==> config.mk <==
export PLATFORM = sky130hd
export DESIGN_NAME = irsc_top
export DESIGN_NICKNAME = d
export VERILOG_FILES = /design/src/irsc_pkg.sv /design/src/irsc_baud.sv /design/src/irsc_sync.sv /design/src/irsc_top.sv
export SDC_FILE = /design/constraint.sdc
export NUM_CORES = 1
export LEC_CHECK = 0
export BUFFER_PORTS_ARGS = -buffer_cell sky130_fd_sc_hd__buf_2
export CAP_MARGIN = 40
export CORE_ASPECT_RATIO = 0.7
export CORE_MARGIN = 4
export CORE_UTILIZATION = 40
export CTS_CLUSTER_SIZE = 40
export DETAILED_ROUTE_END_ITERATION = 12
export SETUP_SLACK_MARGIN = 0.1
export SLEW_MARGIN = 20
export SYNTH_ARGS = -nofsm -noshare
export SYNTH_HDL_FRONTEND = slang
export SYNTH_SLANG_ARGS = --single-unit
==> constraint.sdc <==
create_clock -name core_clk -period 3 [get_ports core_clk]
set_input_delay 0.15 -clock core_clk [delete_from_list [all_inputs] [get_ports core_clk]]
set_output_delay 0.15 -clock core_clk [all_outputs]
set_load 0.1 [all_outputs]
==> src/irsc_pkg.sv <==
package irsc_pkg;

    // Bus widths and register byte offsets on the APB
    localparam int          ADDR_W     = 8;
    localparam int          DATA_W     = 32;
    localparam int          REG_W      = 8;
    localparam int          RELOAD_W   = 7;
    localparam logic [7:0]  OFF_BUF    = 8'h00;
    localparam logic [7:0]  OFF_RELOAD = 8'h04;
    localparam logic [7:0]  OFF_CTL1   = 8'h08;
    localparam logic [7:0]  OFF_CTL2   = 8'h0C;
    localparam logic [7:0]  OFF_STAT   = 8'h10;
    localparam logic [7:0]  OFF_EVT    = 8'h14;

    // Field positions
    localparam int CTL1_WCOL  = 7;
    localparam int CTL1_EN    = 5;
    localparam int CTL2_ACKDT = 5;
    localparam int CTL2_ACK_SEQ_ENABLE = 4;
    localparam int CTL2_PEN   = 2;
    localparam int CTL2_RESTART_SEQ_ENABLE  = 1;
    localparam int CTL2_SEN   = 0;
    localparam int STAT_P     = 4;
    localparam int STAT_S     = 3;
    localparam int EVT_COLL   = 0;
    localparam int EVT_PORT   = 1;

    // Reset value and sequence-enable mask
    localparam logic [7:0]  REG_RST    = 8'h00;
    localparam logic [7:0]  SEQ_MASK   = 8'h17;

    typedef struct packed {
        logic scl;
        logic sda;
    } irsc_lines_t;

    typedef enum logic [3:0] {
        ST_IDLE, ST_SEN_CNT1, ST_SEN_CNT2,
        ST_RS_SDA, ST_RS_CNT1, ST_RS_SCL, ST_RS_CNT2, ST_RS_CNT3,
        ST_SP_SDA, ST_SP_SCL, ST_SP_CNT1, ST_SP_CNT2,
        ST_AK_CNT1, ST_AK_SCL, ST_AK_CNT2
    } irsc_state_t;

endpackage : irsc_pkg

==> src/irsc_baud.sv <==
`timescale 1ns/100ps
module irsc_baud (
    input  wire logic                          core_clk,
    input  wire logic                          resetn,
    input  wire logic                          load,
    input  wire logic [irsc_pkg::RELOAD_W-1:0] reload,
    output logic      [irsc_pkg::RELOAD_W-1:0] cnt,
    output logic                               expired
);
    import irsc_pkg::*;

    logic [RELOAD_W-1:0] cnt_reg;
    logic [RELOAD_W-1:0] cnt_next;
    logic                run_reg;
    logic                run_next;

    assign expired = run_reg && (cnt_reg == '0);
    assign cnt     = cnt_reg;

    // One decrement per system clock
    always_comb begin
        cnt_next = cnt_reg;
        run_next = run_reg;
        if (load) begin
            cnt_next = reload;
            run_next = 1'b1;
        end else if (expired) begin
            run_next = 1'b0;
        end else if (run_reg) begin
            cnt_next = cnt_reg - 1'b1;
        end
    end

    always_ff @(posedge core_clk or negedge resetn) begin
        if (!resetn) begin
            cnt_reg <= '0;
            run_reg <= 1'b0;
        end else begin
            cnt_reg <= cnt_next;
            run_reg <= run_next;
        end
    end
endmodule : irsc_baud

==> src/irsc_sync.sv <==
`timescale 1ns/100ps
module irsc_sync (
    input  wire logic                  core_clk,
    input  wire logic                  resetn,
    input  irsc_pkg::irsc_lines_t      raw,
    output irsc_pkg::irsc_lines_t      synced
);
    import irsc_pkg::*;

    irsc_lines_t meta_reg;
    irsc_lines_t sync_reg;

    // Two-stage capture of the open-drain lines, idle high
    always_ff @(posedge core_clk or negedge resetn) begin
        if (!resetn) begin
            meta_reg <= '1;
            sync_reg <= '1;
        end else begin
            meta_reg <= raw;
            sync_reg <= meta_reg;
        end
    end

    assign synced = sync_reg;

endmodule : irsc_sync

==> src/irsc_top.sv <==
`timescale 1ns/100ps
module irsc_top (
    input  wire logic                        core_clk,
    input  wire logic                        resetn,
    input  wire logic                        psel,
    input  wire logic                        penable,
    input  wire logic                        pwrite,
    input  wire logic [irsc_pkg::ADDR_W-1:0] paddr,
    input  wire logic [irsc_pkg::DATA_W-1:0] pwdata,
    output logic      [irsc_pkg::DATA_W-1:0] prdata,
    output logic                             pready,
    output logic                             pslverr,
    input  irsc_pkg::irsc_lines_t            line_in,
    output irsc_pkg::irsc_lines_t            line_out,
    output irsc_pkg::irsc_lines_t            line_oe
);
    import irsc_pkg::*;

    irsc_lines_t         ln;
    irsc_lines_t         prev_reg;
    irsc_lines_t         drv_reg;
    irsc_lines_t         drv_next;
    irsc_state_t         st_reg;
    irsc_state_t         st_next;
    logic [REG_W-1:0]    buf_reg;
    logic [REG_W-1:0]    buf_next;
    logic [REG_W-1:0]    reload_reg;
    logic [REG_W-1:0]    reload_next;
    logic [REG_W-1:0]    ctl1_reg;
    logic [REG_W-1:0]    ctl1_next;
    logic [REG_W-1:0]    ctl2_reg;
    logic [REG_W-1:0]    ctl2_next;
    logic [REG_W-1:0]    stat_reg;
    logic [REG_W-1:0]    stat_next;
    logic                coll_reg;
    logic                coll_next;
    logic                pevt_reg;
    logic                pevt_next;
    logic [DATA_W-1:0]   rdata_reg;
    logic [DATA_W-1:0]   rdata_next;
    logic                hit;
    logic                wr_en;
    logic                load;
    logic                expired;
    logic                coll_evt;
    logic                start_seen;
    logic                stop_seen;
    logic                busy;

    irsc_sync u_sync (
        .core_clk (core_clk),
        .resetn   (resetn),
        .raw      (line_in),
        .synced   (ln)
    );

    irsc_baud u_baud (
        .core_clk (core_clk),
        .resetn   (resetn),
        .load     (load),
        .reload   (reload_reg[RELOAD_W-1:0]),
        .cnt      (),
        .expired  (expired)
    );

    // Open drain: only low is ever driven
    assign line_out = '0;
    assign line_oe  = drv_reg;

    // APB slave, zero wait states
    assign pready  = 1'b1;
    assign prdata  = rdata_reg;
    assign hit     = (paddr == OFF_BUF) || (paddr == OFF_RELOAD) || (paddr == OFF_CTL1) ||
                     (paddr == OFF_CTL2) || (paddr == OFF_STAT) || (paddr == OFF_EVT);
    assign pslverr = psel && penable && !hit;
    assign wr_en   = psel && penable && pwrite && hit;
    assign busy    = (st_reg != ST_IDLE);

    // Bus condition monitor on synchronised lines
    assign start_seen = ln.scl && prev_reg.scl && !ln.sda && prev_reg.sda;
    assign stop_seen  = ln.scl && prev_reg.scl && ln.sda && !prev_reg.sda;

    always_comb begin
        rdata_next = rdata_reg;
        if (psel && !penable) begin
            case (paddr)
                OFF_BUF:    rdata_next = {24'h000000, buf_reg};
                OFF_RELOAD: rdata_next = {24'h000000, reload_reg};
                OFF_CTL1:   rdata_next = {24'h000000, ctl1_reg};
                OFF_CTL2:   rdata_next = {24'h000000, ctl2_reg};
                OFF_STAT:   rdata_next = {24'h000000, stat_reg};
                OFF_EVT:    rdata_next = {30'h00000000, pevt_reg, coll_reg};
                default:    rdata_next = 32'h00000000;
            endcase
        end
    end

    always_comb begin
        st_next     = st_reg;
        drv_next    = drv_reg;
        buf_next    = buf_reg;
        reload_next = reload_reg;
        ctl1_next   = ctl1_reg;
        ctl2_next   = ctl2_reg;
        stat_next   = stat_reg;
        coll_next   = coll_reg;
        pevt_next   = pevt_reg;
        load        = 1'b0;
        coll_evt    = 1'b0;
        // Software writes; hardware sets below win
        if (wr_en) begin
            case (paddr)
                OFF_BUF: begin
                    if (busy) begin
                        ctl1_next[CTL1_WCOL] = 1'b1;
                    end else begin
                        buf_next = pwdata[REG_W-1:0];
                    end
                end
                OFF_RELOAD: reload_next = pwdata[REG_W-1:0];
                OFF_CTL1:   ctl1_next   = pwdata[REG_W-1:0];
                OFF_CTL2: begin
                    if (busy) begin
                        ctl2_next = (pwdata[REG_W-1:0] & ~SEQ_MASK) | (ctl2_reg & SEQ_MASK);
                    end else begin
                        ctl2_next = pwdata[REG_W-1:0];
                    end
                end
                OFF_EVT: begin
                    coll_next = coll_reg & ~pwdata[EVT_COLL];
                    pevt_next = pevt_reg & ~pwdata[EVT_PORT];
                end
                default: ;
            endcase
        end
        case (st_reg)
            ST_IDLE: begin
                if (!ctl1_reg[CTL1_EN]) begin
                    ctl2_next = ctl2_next & ~SEQ_MASK;
                end else if (ctl2_reg[CTL2_SEN]) begin
                    if (!ln.sda || !ln.scl) begin
                        coll_evt = 1'b1;
                    end else begin
                        load    = 1'b1;
                        st_next = ST_SEN_CNT1;
                    end
                end else if (ctl2_reg[CTL2_RESTART_SEQ_ENABLE]) begin
                    drv_next = '{scl: 1'b1, sda: 1'b0};
                    st_next  = ST_RS_SDA;
                end else if (ctl2_reg[CTL2_PEN]) begin
                    drv_next = '{scl: 1'b1, sda: 1'b1};
                    st_next  = ST_SP_SDA;
                end else if (ctl2_reg[CTL2_ACK_SEQ_ENABLE]) begin
                    drv_next = '{scl: 1'b1, sda: !ctl2_reg[CTL2_ACKDT]};
                    load     = 1'b1;
                    st_next  = ST_AK_CNT1;
                end
            end
            ST_SEN_CNT1: begin
                if (!ln.scl) begin
                    coll_evt = 1'b1;
                end else if (!ln.sda || expired) begin
                    drv_next.sda = 1'b1;
                    load         = 1'b1;
                    st_next      = ST_SEN_CNT2;
                end
            end
            ST_SEN_CNT2: begin
                if (expired) begin
                    drv_next.scl        = 1'b1;
                    ctl2_next[CTL2_SEN] = 1'b0;
                    st_next             = ST_IDLE;
                end
            end
            ST_RS_SDA: begin
                if (ln.sda) begin
                    load    = 1'b1;
                    st_next = ST_RS_CNT1;
                end
            end
            ST_RS_CNT1: begin
                if (expired) begin
                    drv_next.scl = 1'b0;
                    st_next      = ST_RS_SCL;
                end
            end
            ST_RS_SCL: begin
                if (ln.scl) begin
                    if (!ln.sda) begin
                        coll_evt = 1'b1;
                    end else begin
                        load    = 1'b1;
                        st_next = ST_RS_CNT2;
                    end
                end
            end
            ST_RS_CNT2: begin
                // SDA pulled low here by another master is tolerated
                if (!ln.scl && !drv_reg.sda) begin
                    coll_evt = 1'b1;
                end else if (expired) begin
                    drv_next.sda = 1'b1;
                    load         = 1'b1;
                    st_next      = ST_RS_CNT3;
                end
            end
            ST_RS_CNT3: begin
                if (expired) begin
                    drv_next.scl         = 1'b1;
                    ctl2_next[CTL2_RESTART_SEQ_ENABLE] = 1'b0;
                    st_next              = ST_IDLE;
                end
            end
            ST_SP_SDA: begin
                if (!ln.sda) begin
                    drv_next.scl = 1'b0;
                    st_next      = ST_SP_SCL;
                end
            end
            ST_SP_SCL: begin
                if (ln.scl) begin
                    load    = 1'b1;
                    st_next = ST_SP_CNT1;
                end
            end
            ST_SP_CNT1: begin
                if (!ln.scl) begin
                    coll_evt = 1'b1;
                end else if (expired) begin
                    drv_next.sda = 1'b0;
                    load         = 1'b1;
                    st_next      = ST_SP_CNT2;
                end
            end
            ST_SP_CNT2: begin
                // Reload below two expires before released SDA returns through the synchroniser
                if (!ln.scl && !ln.sda) begin
                    coll_evt = 1'b1;
                end else if (expired) begin
                    if (!ln.sda) begin
                        coll_evt = 1'b1;
                    end else begin
                        ctl2_next[CTL2_PEN] = 1'b0;
                        pevt_next           = 1'b1;
                        st_next             = ST_IDLE;
                    end
                end
            end
            ST_AK_CNT1: begin
                if (expired) begin
                    drv_next.scl = 1'b0;
                    st_next      = ST_AK_SCL;
                end
            end
            ST_AK_SCL: begin
                if (ln.scl) begin
                    load    = 1'b1;
                    st_next = ST_AK_CNT2;
                end
            end
            ST_AK_CNT2: begin
                if (!drv_reg.sda && !ln.sda) begin
                    coll_evt = 1'b1;
                end else if (expired) begin
                    drv_next              = '{scl: 1'b1, sda: 1'b0};
                    ctl2_next[CTL2_ACK_SEQ_ENABLE] = 1'b0;
                    pevt_next             = 1'b1;
                    st_next               = ST_IDLE;
                end
            end
            default: st_next = ST_IDLE;
        endcase
        if (coll_evt) begin
            drv_next  = '0;
            ctl2_next = ctl2_next & ~SEQ_MASK;
            coll_next = 1'b1;
            load      = 1'b0;
            st_next   = ST_IDLE;
        end
        if (!ctl1_reg[CTL1_EN]) begin
            stat_next = REG_W'(0);
        end else if (stop_seen) begin
            stat_next[STAT_P] = 1'b1;
            stat_next[STAT_S] = 1'b0;
            pevt_next         = 1'b1;
        end else if (start_seen) begin
            stat_next[STAT_S] = 1'b1;
            stat_next[STAT_P] = 1'b0;
        end
    end

    always_ff @(posedge core_clk or negedge resetn) begin
        if (!resetn) begin
            st_reg     <= ST_IDLE;
            drv_reg    <= '0;
            prev_reg   <= '1;
            buf_reg    <= REG_RST;
            reload_reg <= REG_RST;
            ctl1_reg   <= REG_RST;
            ctl2_reg   <= REG_RST;
            stat_reg   <= REG_RST;
            coll_reg   <= 1'b0;
            pevt_reg   <= 1'b0;
            rdata_reg  <= 32'h00000000;
        end else begin
            st_reg     <= st_next;
            drv_reg    <= drv_next;
            prev_reg   <= ln;
            buf_reg    <= buf_next;
            reload_reg <= reload_next;
            ctl1_reg   <= ctl1_next;
            ctl2_reg   <= ctl2_next;
            stat_reg   <= stat_next;
            coll_reg   <= coll_next;
            pevt_reg   <= pevt_next;
            rdata_reg  <= rdata_next;
        end
    end
endmodule : irsc_top

==> impl_results.md <==
- Status: finished, final reports clean
- Highest metal used: met4
- Cells after Synth: 406
- Pleak: 2.06 nW
- DP Area: 0.00407 mm²
- Synth Area in Compound Gates: 0.160
- Critical-path top delay cell: dfrtp_1
- WL final: between 9000 and 10000 µm
- First-pass GRT wire length: roughly 16000 µm
- Finish-stage setup viols: 0
- Final hold violation count: 0
- Reg2Reg Setup Slack: 500 ps
- Fin nets: slightly below 500
- Most common cell in the synthesized netlist: dfrtp_1
- Number of synthesized flops with an enable pin: 0
- Crit path max fanout: 20
- Wirelength per Cell: 17.2 µm
- DR vias: 3133
- Largest net degree at the start of global routing: 33
- Design area: 0.00440 mm²
- Number of global-route vias before repair: between 3000 and 4000
- Synth top area share: 0.374
- Adder-cell share of the synthesized area: 0.00645
- Simple logic cell fraction of the synthesized area: 0.187
- Core area: just over 0.009 mm²
- Hold path endpoint: reload_reg[7]
- Async SR Flop Fraction: 1.00
- Reg clk slew, reported paths: 50 ps
- Main area contributors after synthesis: dfrtp_1 (37%), mux2_2 (9.6%), buf_4 (5.2%), dfstp_2 (4.1%), a21oi_1 (3.5%)
- CTS sink cnt: 64
- Antenna fix cells: 0
- Worst-margin pin slew: 683 ps
- Fmax: between 400 and 500 MHz
- Worst Setup End Kind: flip-flop
- Met3 wire len: 733 µm
- TritonCTS buffer count: 9
- Clock root cell: clkbuf_16
- Setup TNS: 0 ps
- Hold depth: 2
- Pwr Density: 815 mW/mm²
- Stages on worst setup path: 7
- Worst skew pair latency: 340 ps
- Synth warnings: 0
- Drt initial violations: 296
- DR vias/cell: roughly 5.5
- Arrival time at the worst endpoint: 2740 ps
- Worst VDD drop: 0.421 mV
- Slew margin rel.: 0.545
- Total GRT Usage: 0.179
- Detailed Routing Iterations Pass 1: 4
- RSZ-0062 raised after global routing: no
- Post-route ant nets: 0
- Area grow syn2layout: 13.4%
- Largest family of logic cells by synthesized area: simple AND/OR/NAND/NOR gates
- Die Width: 126 µm
- Clk buf depth: 2
- Startpoint Class: flip-flop
- Initial antenna violation count: 0
- IO Port Bufs: 33
- CP bufs+invs: 1
- CTS tree: built
- Reg2reg end: ctl2_reg[2]
- Routability-driven placement congestion ratio: roughly 0.95
- Reg2reg path depth: 7
- FF+latch count, synth: 64
- Cell Chain, Critical Path: nor2b_1 > o21ai_0 > a21oi_1 > or4_1 > buf_4 > a21o_1 > a311oi_1
- Multiplexer share of the synthesized area: 0.116
- CP required: 3240 ps
- CP peak stage delay: 620 ps
- I/O Pins: 85
- Kind of critical path: flip-flop to flip-flop
- Synth Area in XOR/XNOR: 0.0158
- Reg-to-Reg Start: st_reg[3]
- Met2 wire length: between 4000 and 5000 µm
- Yosys top cell by area: dfrtp_1
- DRC viols: 0
- Initial Utilization: 0.420
- Top_reg_cell synth: dfrtp_1
- FP Rows: 29
- CP top delay family: compound AO/OA/AOI/OAI gates
- Sequential area share after synthesis: 0.414
- Synth top cells by count: dfrtp_1 (58), mux2_2 (33), nand2_1 (33)
- Synth cell types: 66
- GRT overflow: 0
- Hold crit path type: primary input to flip-flop
- Die height: approximately 90 µm
- Max cap viols: 0
- Clk_skew: 7.63 ps
- Final Max Slew Viols: 0
- Post-DP HPWL: between 7000 and 8000 µm
- Layout cell share with drive strength beyond 1: 0.261
- H-tree depth: 3
- Final critical-path share of the clock period: 0.833
- Die area: 0.0114 mm²
- Syn_area_per_cell: 9.56 µm²
- Mapped Area: 0.00388 mm²
- Hold path start: pwdata[7]
- Final min period: 2500 ps
- Metal-1 WL: 4820 µm
[layout by cell type (no fill, tap or decap), types with 6 or more instances in the layout]
master	instances
nand2b_1	6
clkbuf_16	9
dfrtp_1	58
mux2i_1	8
inv_1	11
o21ai_0	19
buf_2	33
nand2_1	33
nor2_1	32
a311oi_1	6
buf_4	13
mux2_2	33
nor3_1	14
nor2b_1	9
nand3_1	10
a21oi_1	27
conb_1	27
dfstp_2	6
[worst max-delay path by stage]
stage,start,end,slack [ps]
after floorplan,paddr[3],pslverr,220
after global placement,st_reg[3],ctl2_reg[2],590
after detailed placement,st_reg[3],ctl2_reg[2],550
after CTS,st_reg[3],ctl2_reg[2],530
after global routing,u_baud.cnt[0],st_reg[1],360
final,st_reg[3],ctl2_reg[2],500
[per-layer routing]
layer / vias up / track usage
li1: 1470 / -
met1: 1549 / 0.266
met2: 104 / 0.255
met3: 10 / 0.0485
met4: 0 / 0.0482
met5: - / 0
[cell type report]
cell class / instances / area, µm²
timing repair buffer: 50 / 313
clock buffer: 11 / 243
clock inverter: 5 / 56.3
multi-input combinational: 303 / 1990
sequential: 64 / 1610
fill: 903 / 4850
tap: 124 / 155
inverter: 11 / 41.3
[cell families (layout without fill, tap and decap cells)]
family	Yosys count	after routing
simple gates	134	134
compound gates	92	92
flops	64	64
buf+inv	64	77
mux	41	41
xor+xnor	7	7
fa+ha+maj	2	2
other cells	2	27
[per-stage QoR]
stage / utilization / setup WS, ps / hold slack (ps) / instances / power, mW
final: 0.476 / 502 / 70.0 / 568 / 3.59
after global routing: 0.476 / 357 / 78.1 / 568 / 3.81
after CTS: 0.476 / 533 / 56.8 / 568 / 3.60
after detailed placement: 0.440 / 550 / 16.2 / 549 / 2.53
after global placement: 0.438 / 587 / 257 / 548 / 2.49
after floorplan: - / 219 / -146 / 431 / 2.26
[worst reg2reg max path, cell delays in order (launching register included)]
cell and delay [ps]:
dfrtp_1 620, nor2b_1 270, o21ai_0 230, a21oi_1 160, or4_1 510, buf_4 200
a21o_1 180, a311oi_1 220
[power breakdown]
part           switching (mW)  internal, mW
sequential              0.202         0.979
combinational           0.847         0.507
clock                   0.390         0.664
[repair_timing]
action                                  CTS  global route
resized for setup                         0             0
hold endpoints to repair                 50             0
endpoints found under the setup margin    0             0
setup buffers                             0             0
hold buffers                              3             0
Power figures use the tool's default switching activity.
